## src/rtl/fgpe_defs.svh

```systemverilog
`ifndef FGPE_DEFS_SVH
`define FGPE_DEFS_SVH
`define FGPE_SAMPLE_W 12
`define FGPE_GAIN_MAX 4'hC
`define FGPE_GAIN_RESET 4'h0
`define FGPE_WIN_MAX 3'h4
`define FGPE_WIN_RESET 3'h0
`define FGPE_WIN_BASE_LOG2 10
`define FGPE_LATENCY 21
`define FGPE_FIFO_DEPTH 8
`define FGPE_ADDR_CTRL 4'h0
`define FGPE_ADDR_STATUS 4'h4
`define FGPE_CTRL_GAIN_LSB 0
`define FGPE_CTRL_WIN_LSB 4
`define FGPE_CTRL_EN_BIT 8
`define FGPE_CTRL_FMT_BIT 9
`endif

```

## src/rtl/fgpe_pkg.sv

```systemverilog
package fgpe_pkg;
    typedef struct packed {
        logic twos_complement;
        logic level_monitor_enable;
        logic [2:0] averaging_window_select;
        logic [3:0] gain_code;
    } fgpe_ctrl_type;

    typedef struct packed {
        logic valid;
        logic [11:0] data;
    } fgpe_sample_type;
endpackage : fgpe_pkg

```

## src/rtl/fgpe_fifo.sv

```systemverilog
`timescale 1ns/1ps
module fgpe_fifo #(
    parameter int WIDTH = 12,
    parameter int DEPTH = 8
) (
    input wire logic clk,
    input wire logic rst,
    // fill side
    input wire logic in_valid,
    output logic in_ready,
    input wire logic [WIDTH-1:0] in_data,
    // drain side
    output logic out_valid,
    input wire logic out_ready,
    output logic [WIDTH-1:0] out_data
);
    localparam int AW = $clog2(DEPTH);
    logic [WIDTH-1:0] mem [DEPTH];
    logic [AW-1:0] wr_reg;
    logic [AW-1:0] rd_reg;
    logic [AW:0] count_reg;
    wire push = in_valid && in_ready;
    wire pop = out_valid && out_ready;
    assign in_ready = (count_reg != (AW+1)'(DEPTH));
    assign out_valid = (count_reg != '0);
    assign out_data = mem[rd_reg];

    always_ff @(posedge clk) begin
        if (push) begin
            mem[wr_reg] <= in_data;
        end
    end

    always_ff @(posedge clk or posedge rst) begin
        if (rst) begin
            wr_reg <= '0;
            rd_reg <= '0;
            count_reg <= '0;
        end else begin
            if (push) wr_reg <= wr_reg + AW'(1);
            if (pop) rd_reg <= rd_reg + AW'(1);
            count_reg <= count_reg + (AW+1)'(push) - (AW+1)'(pop);
        end
    end
endmodule : fgpe_fifo

```

## src/rtl/fgpe_top.sv

```systemverilog
`timescale 1ns/1ps
`include "fgpe_defs.svh"
module fgpe_top (
    // clock and reset
    input wire logic SYS_CLK,
    input wire logic RESET,
    // avalon-mm slave
    input wire logic [3:0] AVS_ADDRESS,
    input wire logic AVS_READ,
    input wire logic AVS_WRITE,
    input wire logic [31:0] AVS_WRITEDATA,
    input wire logic [3:0] AVS_BYTEENABLE,
    output logic [31:0] AVS_READDATA,
    output logic AVS_WAITREQUEST,
    // converter sample stream
    input wire logic [11:0] SAMPLE_IN,
    // scaled sample stream
    output fgpe_pkg::fgpe_sample_type SAMPLE_OUT,
    input wire logic SAMPLE_READY,
    output logic SAMPLE_STALL,
    // power detect pins
    output logic [3:0] DETECT_OUT,
    output logic [3:0] DETECT_OE
);
    import fgpe_pkg::*;

    localparam int PIPE = `FGPE_LATENCY - 2;

    // clamp of a 12-bit signed result
    function automatic logic [11:0] sat12(input logic signed [19:0] v);
        if (v > 20'sd2047) return 12'h7FF;
        if (v < -20'sd2048) return 12'h800;
        return v[11:0];
    endfunction : sat12

    // register slave
    fgpe_ctrl_type ctrl_reg;
    logic ack_reg;
    logic [31:0] rdata_reg;
    wire sel_ctrl = (AVS_ADDRESS == `FGPE_ADDR_CTRL);
    wire sel_stat = (AVS_ADDRESS == `FGPE_ADDR_STATUS);
    wire req = (AVS_READ || AVS_WRITE) && !ack_reg;
    wire [3:0] wr_gain = AVS_WRITEDATA[`FGPE_CTRL_GAIN_LSB +: 4];
    wire [2:0] wr_win = AVS_WRITEDATA[`FGPE_CTRL_WIN_LSB +: 3];
    // reserved codes are refused so the datapath never sees them
    wire gain_ok = (wr_gain <= `FGPE_GAIN_MAX);
    wire win_ok = (wr_win <= `FGPE_WIN_MAX);
    assign AVS_WAITREQUEST = (AVS_READ || AVS_WRITE) && !ack_reg;
    assign AVS_READDATA = rdata_reg;

    logic [3:0] level_reg;
    logic upd_reg;

    always_ff @(posedge SYS_CLK or posedge RESET) begin
        if (RESET) begin
            ctrl_reg <= '0;
            ctrl_reg.gain_code <= `FGPE_GAIN_RESET;
            ctrl_reg.averaging_window_select <= `FGPE_WIN_RESET;
            ack_reg <= 1'b0;
            rdata_reg <= '0;
        end else begin
            ack_reg <= req;
            // a write lands on the edge where waitrequest is already low
            if (ack_reg && AVS_WRITE && sel_ctrl && AVS_BYTEENABLE[0]) begin
                if (gain_ok) ctrl_reg.gain_code <= wr_gain;
                if (win_ok) ctrl_reg.averaging_window_select <= wr_win;
            end
            if (ack_reg && AVS_WRITE && sel_ctrl && AVS_BYTEENABLE[1]) begin
                ctrl_reg.level_monitor_enable <= AVS_WRITEDATA[`FGPE_CTRL_EN_BIT];
                ctrl_reg.twos_complement <= AVS_WRITEDATA[`FGPE_CTRL_FMT_BIT];
            end
            if (req && AVS_READ) begin
                rdata_reg <= sel_ctrl ? {22'h0, ctrl_reg.twos_complement,
                                         ctrl_reg.level_monitor_enable, 1'b0,
                                         ctrl_reg.averaging_window_select,
                                         ctrl_reg.gain_code} :
                             sel_stat ? {27'h0, upd_reg, level_reg} : 32'h0;
            end
        end
    end

    // input capture, 12 bits every clock
    logic [11:0] in_reg;
    always_ff @(posedge SYS_CLK or posedge RESET) begin
        if (RESET) in_reg <= '0;
        else in_reg <= SAMPLE_IN;
    end
    // signed view: offset binary flips the msb
    wire [11:0] s_in = ctrl_reg.twos_complement ? in_reg : {~in_reg[11], in_reg[10:0]};

    // gain in q1.7: round(128*10^(k/40)) except 8'hBF at k = 7, k = 0..12 half-dB steps
    function automatic logic [7:0] gain_mult(input logic [3:0] k);
        case (k)
            4'h0: return 8'h80;
            4'h1: return 8'h88;
            4'h2: return 8'h90;
            4'h3: return 8'h98;
            4'h4: return 8'hA1;
            4'h5: return 8'hAB;
            4'h6: return 8'hB5;
            4'h7: return 8'hBF;
            4'h8: return 8'hCB;
            4'h9: return 8'hD7;
            4'hA: return 8'hE4;
            4'hB: return 8'hF1;
            default: return 8'hFF;
        endcase
    endfunction : gain_mult

    // 2047 * 255 still fits 20 signed bits, so the cut loses nothing
    wire signed [19:0] prod = 20'($signed(s_in) * $signed({1'b0, gain_mult(ctrl_reg.gain_code)}));
    wire [11:0] scaled = sat12(prod >>> 7);
    wire [11:0] out_code = ctrl_reg.twos_complement ? scaled : {~scaled[11], scaled[10:0]};

    // pipeline brings total latency to 22 cycles, one more than FGPE_LATENCY
    logic [11:0] pipe_reg [PIPE];
    always_ff @(posedge SYS_CLK or posedge RESET) begin
        if (RESET) begin
            for (int i = 0; i < PIPE; i++) pipe_reg[i] <= '0;
        end else begin
            pipe_reg[0] <= out_code;
            for (int i = 1; i < PIPE; i++) pipe_reg[i] <= pipe_reg[i-1];
        end
    end

    // output buffer; a stalled sink overflows it and the stall flag shows it
    logic fifo_in_ready;
    logic fifo_out_valid;
    logic [11:0] fifo_out_data;
    logic out_valid_reg;
    logic [11:0] out_data_reg;
    logic pipe_valid_reg;
    fgpe_fifo #(.WIDTH(12), .DEPTH(`FGPE_FIFO_DEPTH)) u_fifo (
        .clk(SYS_CLK),
        .rst(RESET),
        .in_valid(pipe_valid_reg),
        .in_ready(fifo_in_ready),
        .in_data(pipe_reg[PIPE-1]),
        .out_valid(fifo_out_valid),
        .out_ready(SAMPLE_READY),
        .out_data(fifo_out_data)
    );
    assign SAMPLE_STALL = pipe_valid_reg && !fifo_in_ready;
    always_ff @(posedge SYS_CLK or posedge RESET) begin
        if (RESET) begin
            pipe_valid_reg <= 1'b0;
            out_valid_reg <= 1'b0;
            out_data_reg <= '0;
        end else begin
            pipe_valid_reg <= 1'b1;
            out_valid_reg <= fifo_out_valid && SAMPLE_READY;
            out_data_reg <= fifo_out_data;
        end
    end
    assign SAMPLE_OUT = '{valid: out_valid_reg, data: out_data_reg};

    // power estimator on the scaled stream
    wire signed [11:0] sv = $signed(scaled);
    // -2048 squared needs 23 bits; 16K of those need 37
    wire [22:0] sq = 23'(sv * sv);
    logic [36:0] acc_reg;
    logic [14:0] cnt_reg;
    wire [4:0] win_log2 = 5'(`FGPE_WIN_BASE_LOG2) + {2'b0, ctrl_reg.averaging_window_select};
    wire [14:0] cnt_last = 15'((32'h1 << win_log2) - 1);
    wire win_end = (cnt_reg >= cnt_last);
    wire [36:0] acc_sum = acc_reg + 37'(sq);
    wire [22:0] mean = 23'(acc_sum >> win_log2);

    // full-scale sine mean square is 2^21; thresholds at 1 dB bins
    function automatic logic [3:0] bin_code(input logic [22:0] m);
        logic [22:0] th [12];
        logic [3:0] c;
        th = '{23'h01CCAC, 23'h0243F4, 23'h02DA1E, 23'h039728, 23'h048527,
               23'h05B0C4, 23'h0729F6, 23'h0904D1, 23'h0B5AA1, 23'h0E4B3B,
               23'h11FEB3, 23'h16A77E};
        c = 4'h1;
        for (int i = 0; i < 12; i++) if (m >= th[i]) c = 4'(i + 2);
        if (m >= 23'h200000) c = 4'hE;
        return c;
    endfunction : bin_code

    always_ff @(posedge SYS_CLK or posedge RESET) begin
        if (RESET) begin
            acc_reg <= '0;
            cnt_reg <= '0;
            level_reg <= 4'h1;
            upd_reg <= 1'b0;
        end else if (win_end) begin
            acc_reg <= '0;
            cnt_reg <= '0;
            level_reg <= bin_code(mean);
            upd_reg <= ~upd_reg;
        end else begin
            acc_reg <= acc_sum;
            cnt_reg <= cnt_reg + 15'h1;
        end
    end

    assign DETECT_OUT = ctrl_reg.level_monitor_enable ? level_reg : 4'h0;
    assign DETECT_OE = {4{ctrl_reg.level_monitor_enable}};
endmodule : fgpe_top

```

## config.mk

```make
export PLATFORM = sky130hd
export DESIGN_NAME = fgpe_top
export DESIGN_NICKNAME = d
export VERILOG_FILES = /design/src/rtl/fgpe_pkg.sv /design/src/rtl/fgpe_fifo.sv /design/src/rtl/fgpe_top.sv
export VERILOG_INCLUDE_DIRS = /design/src /design/src/rtl
export SDC_FILE = /design/constraint.sdc
export NUM_CORES = 1
export LEC_CHECK = 0
export BUFFER_PORTS_ARGS = -buffer_cell sky130_fd_sc_hd__buf_2
export CAP_MARGIN = 20
export CORE_MARGIN = 8
export CORE_UTILIZATION = 67
export CTS_CLUSTER_DIAMETER = 150
export DETAILED_ROUTE_END_ITERATION = 16
export GPL_ROUTABILITY_DRIVEN = 0
export PLACE_DENSITY = 0.86
export SLEW_MARGIN = 20
export SYNTH_ARGS = -nofsm -noshare
export SYNTH_HDL_FRONTEND = slang
export SYNTH_SLANG_ARGS = --single-unit
```

## constraint.sdc

```tcl
create_clock -name SYS_CLK -period 30.3 [get_ports SYS_CLK]
set_clock_uncertainty 0.15 [all_clocks]
set_input_delay 1.515 -clock SYS_CLK [delete_from_list [all_inputs] [get_ports SYS_CLK]]
set_output_delay 1.515 -clock SYS_CLK [all_outputs]
set_load 0.1 [all_outputs]
```

### Yosys cells after proc, flatten, opt, wreduce, memory -nomap -nowiden

Memory sizes are Yosys's and may differ from the RTL's. A register that Yosys moved wholly into a read port is not among the register bits.
Index checks and enable logic that the tools add are counted.

| storage, ports and cells | value |
|---|---|
| flip-flop bits (word level) | 351 |
| bits in latches | 0 |
| bits in writable memories | 96 |
| memory bits (read-only) | 112 |
| input port bits | 57 |
| output and inout port bits | 55 |
| logic and storage cells | 117 |
| memories | 2 |

| operators by class | value |
|---|---|
| add/sub/neg operators | 8 |
| multiply operators | 2 |
| divide/modulo/power cells | 0 |
| magnitude comparators | 18 |
| equal/unequal tests | 2 |
| shift operators | 2 |
| mux-type cells | 29 |
| bitwise logic cells | 3 |
| reductions and logical operators | 16 |

Memories:

| memory | words | bits a word | rd ports | clocked after memory_dff | wr ports | RTL line | source |
|---|---|---|---|---|---|---|---|
| (name not given) | 16 | 7 | 1 | 0 | 0 | fgpe_top.sv:93 | `case (k)` |
| u_fifo.mem | 8 | 12 | 1 | 1 | 1 | fgpe_fifo.sv:18 | `logic [WIDTH-1:0] mem [DEPTH];` |

Operators with widths:

| cell | number |
|---|---|
| 12-bit 2-to-1 mux | 6 |
| 23-bit by 18-bit greater-or-equal comparator with 1-bit output (second input constant) | 3 |
| 23-bit by 19-bit greater-or-equal comparator with 1-bit output (second input constant) | 3 |
| 23-bit by 20-bit greater-or-equal comparator with 1-bit output (second input constant) | 3 |
| 4-bit 2-to-1 mux | 13 |
| 23-bit by 21-bit greater-or-equal comparator with 1-bit output (second input constant) | 2 |
| 37-bit by 23-bit adder with 37-bit output | 1 |
| 37-bit 2-to-1 mux | 1 |
| 37-bit by 5-bit right shift with 23-bit output | 1 |
| 23-bit by 17-bit greater-or-equal comparator with 1-bit output (second input constant) | 1 |
| 23-bit by 22-bit greater-or-equal comparator with 1-bit output (second input constant) | 1 |
| 12-bit by 12-bit multiplier with 23-bit output | 1 |
| 12-bit by 9-bit multiplier with 20-bit output | 1 |
| 15-bit by 1-bit adder with 15-bit output (second input constant) | 1 |
| 15-bit greater-or-equal comparator | 1 |
| 15-bit 2-to-1 mux | 1 |
| 1-bit by 5-bit << shifter with 15-bit output (first input constant) | 1 |
| 15-bit by 1-bit subtractor with 15-bit output (second input constant) | 1 |
| 13-bit by 12-bit > comparator with 1-bit output (second input constant) | 1 |
| 13-bit by 12-bit < comparator with 1-bit output (second input constant) | 1 |
| 10-bit 2-to-1 mux | 1 |
| 1-bit logical AND | 9 |
| 3-bit by 1-bit adder with 3-bit output (second input constant) | 2 |
| 4-bit by 3-bit adder with 5-bit output (first input constant) | 1 |
| 15 further kinds | 23 |

### Logic depth before layout (Yosys ltp)

Gate-level depths: netlist of the first run.

| depth | value |
|---|---|
| depth in word-level cells | 25 |
| depth in mapped cells | 70 |
| depth with buffers taken out | 65 |

### Modules after synthesis

From an unflattened synthesis of the first run, not the netlist that was laid out.

| unflattened totals | value |
|---|---|
| cells, all modules | 2,383 |
| area total of the unflattened synthesis | 26,694.4 µm² |

Modules (own cells, without submodules):

| module | instances | cells an instance | area an instance (µm²) | seq. area each (µm²) |
|---|---|---|---|---|
| fgpe_top | 1 | 2,188 | 22,412.7 | 8,259.2 |
| fgpe_fifo | 1 | 195 | 4,281.6 | 3,133.0 |

### Worst setup path after synthesis of the first run

OpenSTA, ideal clock, no wires.

| timing | value |
|---|---|
| kind | register to register |
| start | register ctrl_reg[1] (netlist name) |
| end | register level_reg[0] |
| library setup time | 0.084 ns |
| arrival time | 14.516 ns |
| required time | 30.066 ns |
| slack | 15.550 ns |
| stages on the path, launching flop included | 66 |
| buffers on the path | 4 |
| period minus slack after synthesis | 14.750 ns |
| path through | dfrtp_1 -> inv_1 -> ha_1 -> nor2_1 -> nor2_1 -> clkbuf_1 -> nand2_1 -> fa_1 -> inv_1 -> fa_1 -> ha_1 -> fa_1 -> ha_1 -> nand3_1 -> nor3b_1 -> a41o_1 -> a21oi_1 -> o21bai_1 -> [30 not listed] -> a21oi_1 -> xnor2_1 -> ha_1 -> clkbuf_1 -> and3_1 -> clkbuf_1 -> a221oi_2 -> buf_2 -> o221ai_1 -> or4_1 -> o311ai_1 -> o221ai_1 -> mux2i_2 -> o2111ai_1 -> a311o_1 -> a21o_1 -> a221oi_1 -> o31ai_1 |

| on the way | value |
|---|---|
| word-level cells in the longest chain between the ends | 24 |
| elaborated cells on any way between the ends | 39 |
| classes of those cells | add/sub: 1; mul: 2; order compare: 15; shift: 1; mux: 19; memory: 1 |

RTL lines:

| item | RTL line | source |
|---|---|---|
| from (decl) | fgpe_top.sv:37 | `fgpe_ctrl_type ctrl_reg;` |
| memory read 16 x 7 bit (*) | n/a |  |
| 12-bit by 9-bit multiplier with 20-bit output (*) | fgpe_top.sv:111 | `wire signed [19:0] prod = 20'($signed(s_in) * $signed({1'b0, gain_mult(ctrl_reg.gain_code)}));` |
| 13-bit by 12-bit < comparator with 1-bit output | fgpe_top.sv:32 | `if (v < -20'sd2048) return 12'h800;` |
| 1-bit 2-to-1 mux (2 in a row) | fgpe_top.sv:32 |  |
| 12-bit 2-to-1 mux | fgpe_top.sv:33 | `return v[11:0];` |
| 12-bit 2-to-1 mux (*) | fgpe_top.sv:32 |  |
| 12-bit by 12-bit multiplier with 23-bit output (*) | fgpe_top.sv:160 | `wire [22:0] sq = 23'(sv * sv);` |
| 37-bit by 23-bit adder with 37-bit output (*) | fgpe_top.sv:166 | `wire [36:0] acc_sum = acc_reg + 37'(sq);` |
| 37-bit by 5-bit right shift with 23-bit output (*) | fgpe_top.sv:167 | `wire [22:0] mean = 23'(acc_sum >> win_log2);` |
| 23-bit by 17-bit greater-or-equal comparator with 1-bit output | fgpe_top.sv:177 | `for (int i = 0; i < 12; i++) if (m >= th[i]) c = 4'(i + 2);` |
| 2-bit 2-to-1 mux | fgpe_top.sv:177 |  |
| 4-bit 2-to-1 mux (11 in a row) | fgpe_top.sv:177 |  |
| 4-bit 2-to-1 mux (*) | fgpe_top.sv:178 | `if (m >= 23'h200000) c = 4'hE;` |
| to (signal assigned) | fgpe_top.sv:191 | `level_reg <= bin_code(mean);` |
| to (decl) | fgpe_top.sv:51 | `logic [3:0] level_reg;` |

Mark *: on every way between the ends. The rest lies on a longest branch, timed or not. The select of a mux whose other input is x is not followed.
A chain may end at the register's enable or synchronous reset.

### Final worst setup path of the first run

| timing | value |
|---|---|
| start | register ctrl_reg[0] (netlist name) |
| end | register level_reg[0] |

Same word-level chain as after synthesis.

==> flow_metrics.py, run 1 <==
metrics = {
    "finish": {
        "area_growth_pct": 8.554,
        "antenna_cells": 0,
        "layout.nets": 2768,
        "drive_gt1_share_pct": 10.83,
        "largest_reg_flops": 228,
        "fill_cells": 2372,
    },
    "clocking": {
        "cts-buffers-inserted": 43,
        "cts_tree": "yes",
        "root_buffer": "clkbuf_16",
        "clk_pin_slew_ps": 60,
        "post_cts_resized": 0,
        "clock_path_buffers": 3,
        "htree_levels": 2,
        "clock_latency_ps": 590,
        "cts_setup_buffers": 0,
        "cts_sinks": 436,
        "postCtsHoldBufs": 0,
    },
    "die": {
        "io_pins": 112,
        "floorplan.initialDensity_pct": 67.74,
        "rows": 72,
        "die_w_microns": 213.7,
        "die_h_microns": 213.7,
        "die_area_sq_um": 45660,
        "core_area_sq_um": 38650,
    },
    "drt": {
        "wl_mm": 62.92,
        "dr.first_iter.drc_count": 2010,
        "drcViolationCount": 0,
        "vias": 18403,
        "ant_nets": 0,
        "avgRoutedWirePerCell_microns": 21.42,
        "first_pass_iters": 6,
        "vias_per_cell": 6.266,
    },
    "worst_setup_path": {
        "endpoint_kind": "register",
        "crit_family": "compound AO/OA/AOI/OAI gates",
        "worstReg2RegStart": "ctrl_reg[0]",
        "ff2ff_setup_slack_ps": 11740,
        "required_ps": 30630,
        "critPathArrivalTime_ps": 18890,
        "path_depth": 63,
        "worstSetupStartpointType": "register",
        "slowest_stage": "mux2i_1",
        "cp_num_buf_inv": 6,
        "critPathKind": "reg -> reg",
        "ff2ff_path_depth": 63,
        "crit_path_max_fanout": 12,
        "timing.rr.end": "level_reg[0]",
        "cpPeakStageDelay_ps": 880,
    },
    "worst_hold_path": {
        "worstHoldEndpoint": "pipe_reg[70]",
        "hold_class": "reg -> reg",
        "min_from": "pipe_reg[82]",
        "holdPathStages": 0,
    },
    "sta": {
        "fmax_ghz": 0.05389,
        "setup_viol": 0,
        "period_minus_slack_ps": 18560,
        "rsz0062_at_grt": "false",
        "fin_crit_sh_pct": 61.24,
        "worst_pin_slew_ps": 1175,
        "hold_viol_final": 0,
        "finalSetupTns_ps": 0,
        "relSlewSlack_pct": 20.67,
        "maxSlewViolCount": 0,
    },
    "synthesis": {
        "ys_seq_area_share_pct": 43.51,
        "ys.flop_type": "dfrtp_1",
        "yosys_warnings": 0,
        "yosysTopAreaCellShare_pct": 32.40,
        "synth-seq-cells": 436,
        "syn_inst": 2322,
        "synth_edf_count": 96,
        "yosys.area.top_type": "dfrtp_1",
        "netlist_area_sq_um": 26180,
        "yosysMostFrequentCell": "dfrtp_1",
        "syn_area_per_cell_sq_um": 11.28,
        "synth_cell_types": 108,
        "synthArstFlopShare_pct": 77.98,
        "ys_top_cells_by_area": "dfrtp_1 (32%), fa_1 (15%), edfxtp_1 (11%)",
        "synth_commonest_cells": "dfrtp_1 (339), inv_1 (286), nor2_1 (208)",
    },
    "placed_design": {
        "dp_hpwl_mm": 43.19,
        "io_buffer_count": 63,
    },
    "global_route": {
        "grt_max_degree": 112,
        "grt_pass1_wl_mm": 101.0,
        "grt_pass1_vias": 19281,
        "grt_overflow": 0,
        "grt_util_all_layers_pct": 28.20,
        "antenna_found_initial": 0,
    },
    "outcome": {
        "status": "finished, final reports clean",
    },
    "flow_run": {
        "maxCapViolCount": 0,
    },
}
[stage by stage]
| step | hold WS (ps) | cell area [sq um] | setup WS, ps | cells | util (%) |
|---|---|---|---|---|---|
| 2_1_floorplan | 181.2 | 26280 | 15550 | 2347 | - |
| 3_3_place_gp | 181.9 | 26940 | 12900 | 2856 | 69.70 |
| 3_5_place_dp | 184.7 | 26960 | 12380 | 2857 | 69.77 |
| 4_1_cts | 187.4 | 28420 | 12180 | 2937 | 73.53 |
| 5_1_grt | 194.5 | 28420 | 10890 | 2937 | 73.54 |
| 6_report | 184.2 | 28420 | 11740 | 2937 | 73.54 |
[layer usage]
metal  GRT usage, %  wire [microns]  vias to the layer above
met1          34.74           22500                     9096
li1               -               -                     7933
met3          4.706            5770                      266
met2          48.90           31810                     1108
met5              0               0                        -
met4          12.41            2839                        0
[layout make-up]
type / instances / area (sq um) / area share [%]
repair buffers: 86 / 508.0 / 1.787
inverters: 287 / 1085 / 3.817
clock buffers: 56 / 1205 / 4.240
flip-flops and latches: 436 / 11390 / 40.08
multi-input cells: 1530 / 13330 / 46.92
well taps: 518 / 648.1 / 2.280
clock inverters: 24 / 249.0 / 0.8761
[placed cells by master, fill, tap and decap left out, types with 43 or more instances in the layout]
| cell | Yosys | final |
|---|---|---|
| nand2_1 | 166 | 166 |
| fa_1 | 195 | 195 |
| ha_1 | 132 | 132 |
| inv_1 | 286 | 285 |
| o21ai_0 | 57 | 57 |
| a21oi_1 | 69 | 68 |
| clkbuf_16 | 0 | 43 |
| buf_2 | 14 | 63 |
| dfrtp_1 | 339 | 339 |
| edfxtp_1 | 96 | 96 |
| and2_1 | 45 | 45 |
| nor2_1 | 208 | 208 |
| xnor2_1 | 62 | 62 |
[how the worst max path moves through the flow]
stage                   end         from  slack, ps
2_1_floorplan  level_reg[0]  ctrl_reg[1]      15550
3_3_place_gp   level_reg[0]  ctrl_reg[1]      12900
3_5_place_dp   level_reg[0]  ctrl_reg[1]      12380
4_1_cts        level_reg[0]  ctrl_reg[1]      12180
5_1_grt        level_reg[0]  ctrl_reg[1]      10890
6_report       level_reg[0]  ctrl_reg[0]      11740
[kinds of logic (layout without fill, tap and decap cells)]
group,after synthesis,count (layout),synth area share [%]
xor gates and xnor gates,86,86,2.906
adders and majority gates,328,328,21.26
muxes,66,66,3.909
buffers and inverters,381,453,5.935
and+or+nand+nor,647,647,11.86
DFF,436,436,43.51
AOI/OAI and AO/OA,376,376,10.60
other,2,27,0.02868
Power of run 1 is not shown: default switching activity piles up to over one toggle a cycle in this logic, so the estimate is an artifact.
==> run 2, diff against run 1 <==
--- a/config.mk
+++ b/config.mk
@@ -6,14 +6,15 @@
 export SDC_FILE = /design/constraint.sdc
 export NUM_CORES = 1
 export LEC_CHECK = 0
+export ABC_AREA = 1
 export BUFFER_PORTS_ARGS = -buffer_cell sky130_fd_sc_hd__buf_2
 export CAP_MARGIN = 20
 export CORE_MARGIN = 8
-export CORE_UTILIZATION = 67
+export CORE_UTILIZATION = 63
 export CTS_CLUSTER_DIAMETER = 150
 export DETAILED_ROUTE_END_ITERATION = 16
 export GPL_ROUTABILITY_DRIVEN = 0
-export PLACE_DENSITY = 0.86
+export PLACE_DENSITY = 0.81
 export SLEW_MARGIN = 20
 export SYNTH_ARGS = -nofsm -noshare
 export SYNTH_HDL_FRONTEND = slang
==> constraint.sdc (replaced) <==
create_clock -name SYS_CLK -period 19.46 [get_ports SYS_CLK]
set_clock_uncertainty 0.15 [all_clocks]
set_input_delay 0.973 -clock SYS_CLK [delete_from_list [all_inputs] [get_ports SYS_CLK]]
set_output_delay 0.973 -clock SYS_CLK [all_outputs]
set_load 0.1 [all_outputs]
==> run 2 against run 1 <==
Compared with the run above:
- die area up 6.3%
- setup slack worse by 9100 ps
- hold slack worse by 1.9 ps
- via count up 8.3%
- synthesized cell count up 23%
- critical path depth up 22
- clock-buffer cell count down 4
- sequential share of layout area down 0.27 points
- cell count up 19%
- register-to-register slack worse by 9100 ps
- final area up 0.68%
- flip-flop and latch count unchanged
- critical path type unchanged
- highest routed layer unchanged
==> flow_metrics.py, run 2 <==
metrics = {
    "worst_setup_path": {
        "crit_start": "ctrl_reg[3]",
        "cpPeakStageDelay_ps": 820,
        "crit_path_max_fanout": 17,
        "slowest_stage": "dfrtp_1",
        "critPathArrivalTime_ps": 17220,
        "ff2ff_setup_slack_ps": 2610,
        "ff2ff_path_depth": 85,
        "critPathKind": "reg -> reg",
        "timing.rr.end": "level_reg[0]",
        "required_ps": 19830,
        "crit_top_cell": "nand2_1",
        "endpoint_kind": "register",
        "worstReg2RegStart": "ctrl_reg[3]",
        "worstSetupStartpointType": "register",
    },
    "synthesis": {
        "yosys.area.top_type": "dfrtp_1",
        "netlist_area_sq_um": 26310,
        "synth_compound_area_share_pct": 4.989,
        "synth_fa_ha_area_share_pct": 21.12,
        "ys.flop_type": "dfrtp_1",
        "syn_area_per_cell_sq_um": 9.225,
        "yosys_warnings": 0,
        "synthMuxAreaShare_pct": 0.04280,
        "yosysMostFrequentCell": "nand2_1",
        "synth_cell_types": 55,
        "syn_inst": 2852,
        "synth_simple_gate_area_share_pct": 19.36,
        "synth-seq-cells": 436,
        "synth_xor_area_share_pct": 2.264,
        "synth_commonest_cells": "nand2_1 (563), inv_1 (489), dfrtp_1 (339)",
        "synth_edf_count": 96,
        "synth_top_family_by_area": "adder cells",
        "synthArstFlopShare_pct": 77.98,
        "yosysTopAreaCellShare_pct": 32.24,
        "ys_seq_area_share_pct": 43.30,
        "ys_top_cells_by_area": "dfrtp_1 (32%), fa_1 (15%), edfxtp_1 (11%)",
    },
    "finish": {
        "multi_input_area_sq_um": 12670,
        "drive_gt1_share_pct": 7.596,
        "final_util_pct": 68.83,
        "layout.nets": 3310,
        "largest_reg_flops": 228,
        "fill_cells": 2916,
        "ff_latch_area_sq_um": 11390,
        "final_common_cell": "nand2_1",
        "final_cell_mix": "nand2_1 (563), inv_1 (487), dfrtp_1 (339)",
        "area_growth_pct": 8.765,
        "antenna_cells": 0,
    },
    "worst_hold_path": {
        "worstHoldEndpoint": "pipe_reg[59]",
        "hold_class": "reg -> reg",
        "holdPathStages": 0,
        "min_from": "pipe_reg[71]",
    },
    "sta": {
        "fmax_ghz": 0.05934,
        "setup_viol": 0,
        "rsz0062_at_grt": "false",
        "fin_crit_sh_pct": 86.59,
        "worst_pin_slew_ps": 1048,
        "period_minus_slack_ps": 16850,
        "hold_slack_ps": 182.3,
        "finalSetupTns_ps": 0,
        "hold_viol_final": 0,
        "relSlewSlack_pct": 30.15,
        "maxSlewViolCount": 0,
    },
    "die": {
        "die_area_sq_um": 48560,
        "die_w_microns": 220.4,
        "rows": 75,
        "die_h_microns": 220.4,
        "core_area_sq_um": 41570,
        "io_pins": 112,
        "floorplan.initialDensity_pct": 63.29,
    },
    "drt": {
        "wl_mm": 63.55,
        "avgRoutedWirePerCell_microns": 18.15,
        "ant_nets": 0,
        "vias_per_cell": 5.694,
        "dr.first_iter.drc_count": 2069,
        "drcViolationCount": 0,
        "vias": 19935,
        "first_pass_iters": 6,
    },
    "global_route": {
        "grt_overflow": 0,
        "antenna_found_initial": 0,
        "grt_pass1_wl_mm": 105.6,
        "grt_util_all_layers_pct": 27.51,
        "grt_max_degree": 135,
        "grt_pass1_vias": 21106,
    },
    "placed_design": {
        "io_buffer_count": 63,
        "dp_hpwl_mm": 44.06,
    },
    "clocking": {
        "root_buffer": "clkbuf_16",
        "cts-buffers-inserted": 44,
        "cts_setup_buffers": 0,
        "cts_tree": "yes",
        "post_cts_resized": 0,
        "cts_sinks": 436,
        "htree_levels": 2,
        "clk_pin_slew_ps": 70,
        "clock_path_buffers": 3,
        "clock_latency_ps": 580,
        "postCtsHoldBufs": 0,
    },
    "flow_run": {
        "maxCapViolCount": 0,
    },
    "outcome": {
        "status": "finished, final reports clean",
    },
}
run 2: changes by cell type after synthesis, moves of 28 or more:
cell     delta
and2_1     -43
inv_1     +203
nand2_1   +397
nand3_1   +168
nor2_1    +122
nor2b_1    -38
xnor2_1    -28
run 2: layer usage:
metal / share of wire (%) / track usage [%]
met5: 0 / 0
met2: 50 / 47.71
met4: 6.0 / 15.06
met1: 36 / 32.16
met3: 8.3 / 5.180
run 2: through the flow:
step,instances,cell area (sq um),setup slack (ps)
floorplan,2877,26400,6101
global placement,3419,27100,3413
detailed placement,3419,27100,3004
CTS,3501,28610,2766
global route,3501,28610,1058
finish,3501,28610,2609
run 2: logic make-up (layout without fill, tap and decap cells):
| group | count (synthesis) | count (layout) |
|---|---|---|
| fa+ha+maj | 327 | 327 |
| mux | 1 | 1 |
| buf+inv | 583 | 668 |
| xor+xnor | 68 | 68 |
| compound gates | 233 | 233 |
| flops | 436 | 436 |
| other cells | 2 | 27 |
| simple gates | 1202 | 1202 |
run 2: worst max-delay path by stage:
stage                        end  depth (start not counted)
global route        level_reg[0]                         85
detailed placement  level_reg[0]                         83
floorplan           level_reg[0]                         91
CTS                 level_reg[0]                         85
finish              level_reg[0]                         85
global placement    level_reg[0]                         83
run 2: critical path: cells and delay by family, from the launching register on:
kind | cells | cell delay [ps]
and+or+nand+nor | 49 | 5910
DFF | 1 | 820
adders and majority gates | 12 | 5840
xor gates and xnor gates | 1 | 300
AOI/OAI and AO/OA | 10 | 2450
buffers and inverters | 13 | 1290
run 2: area by class of cell:
cell class                 instances  share of cell area, %
multi-input combinational       1858                  44.29
sequential                       436                  39.81
inverter                         504                  6.646
clock buffer                      52                  4.058
tap                              539                  2.357
timing repair buffer              82                  1.600
clock inverter                    30                  1.237
Power of run 2 is left out for the same reason.
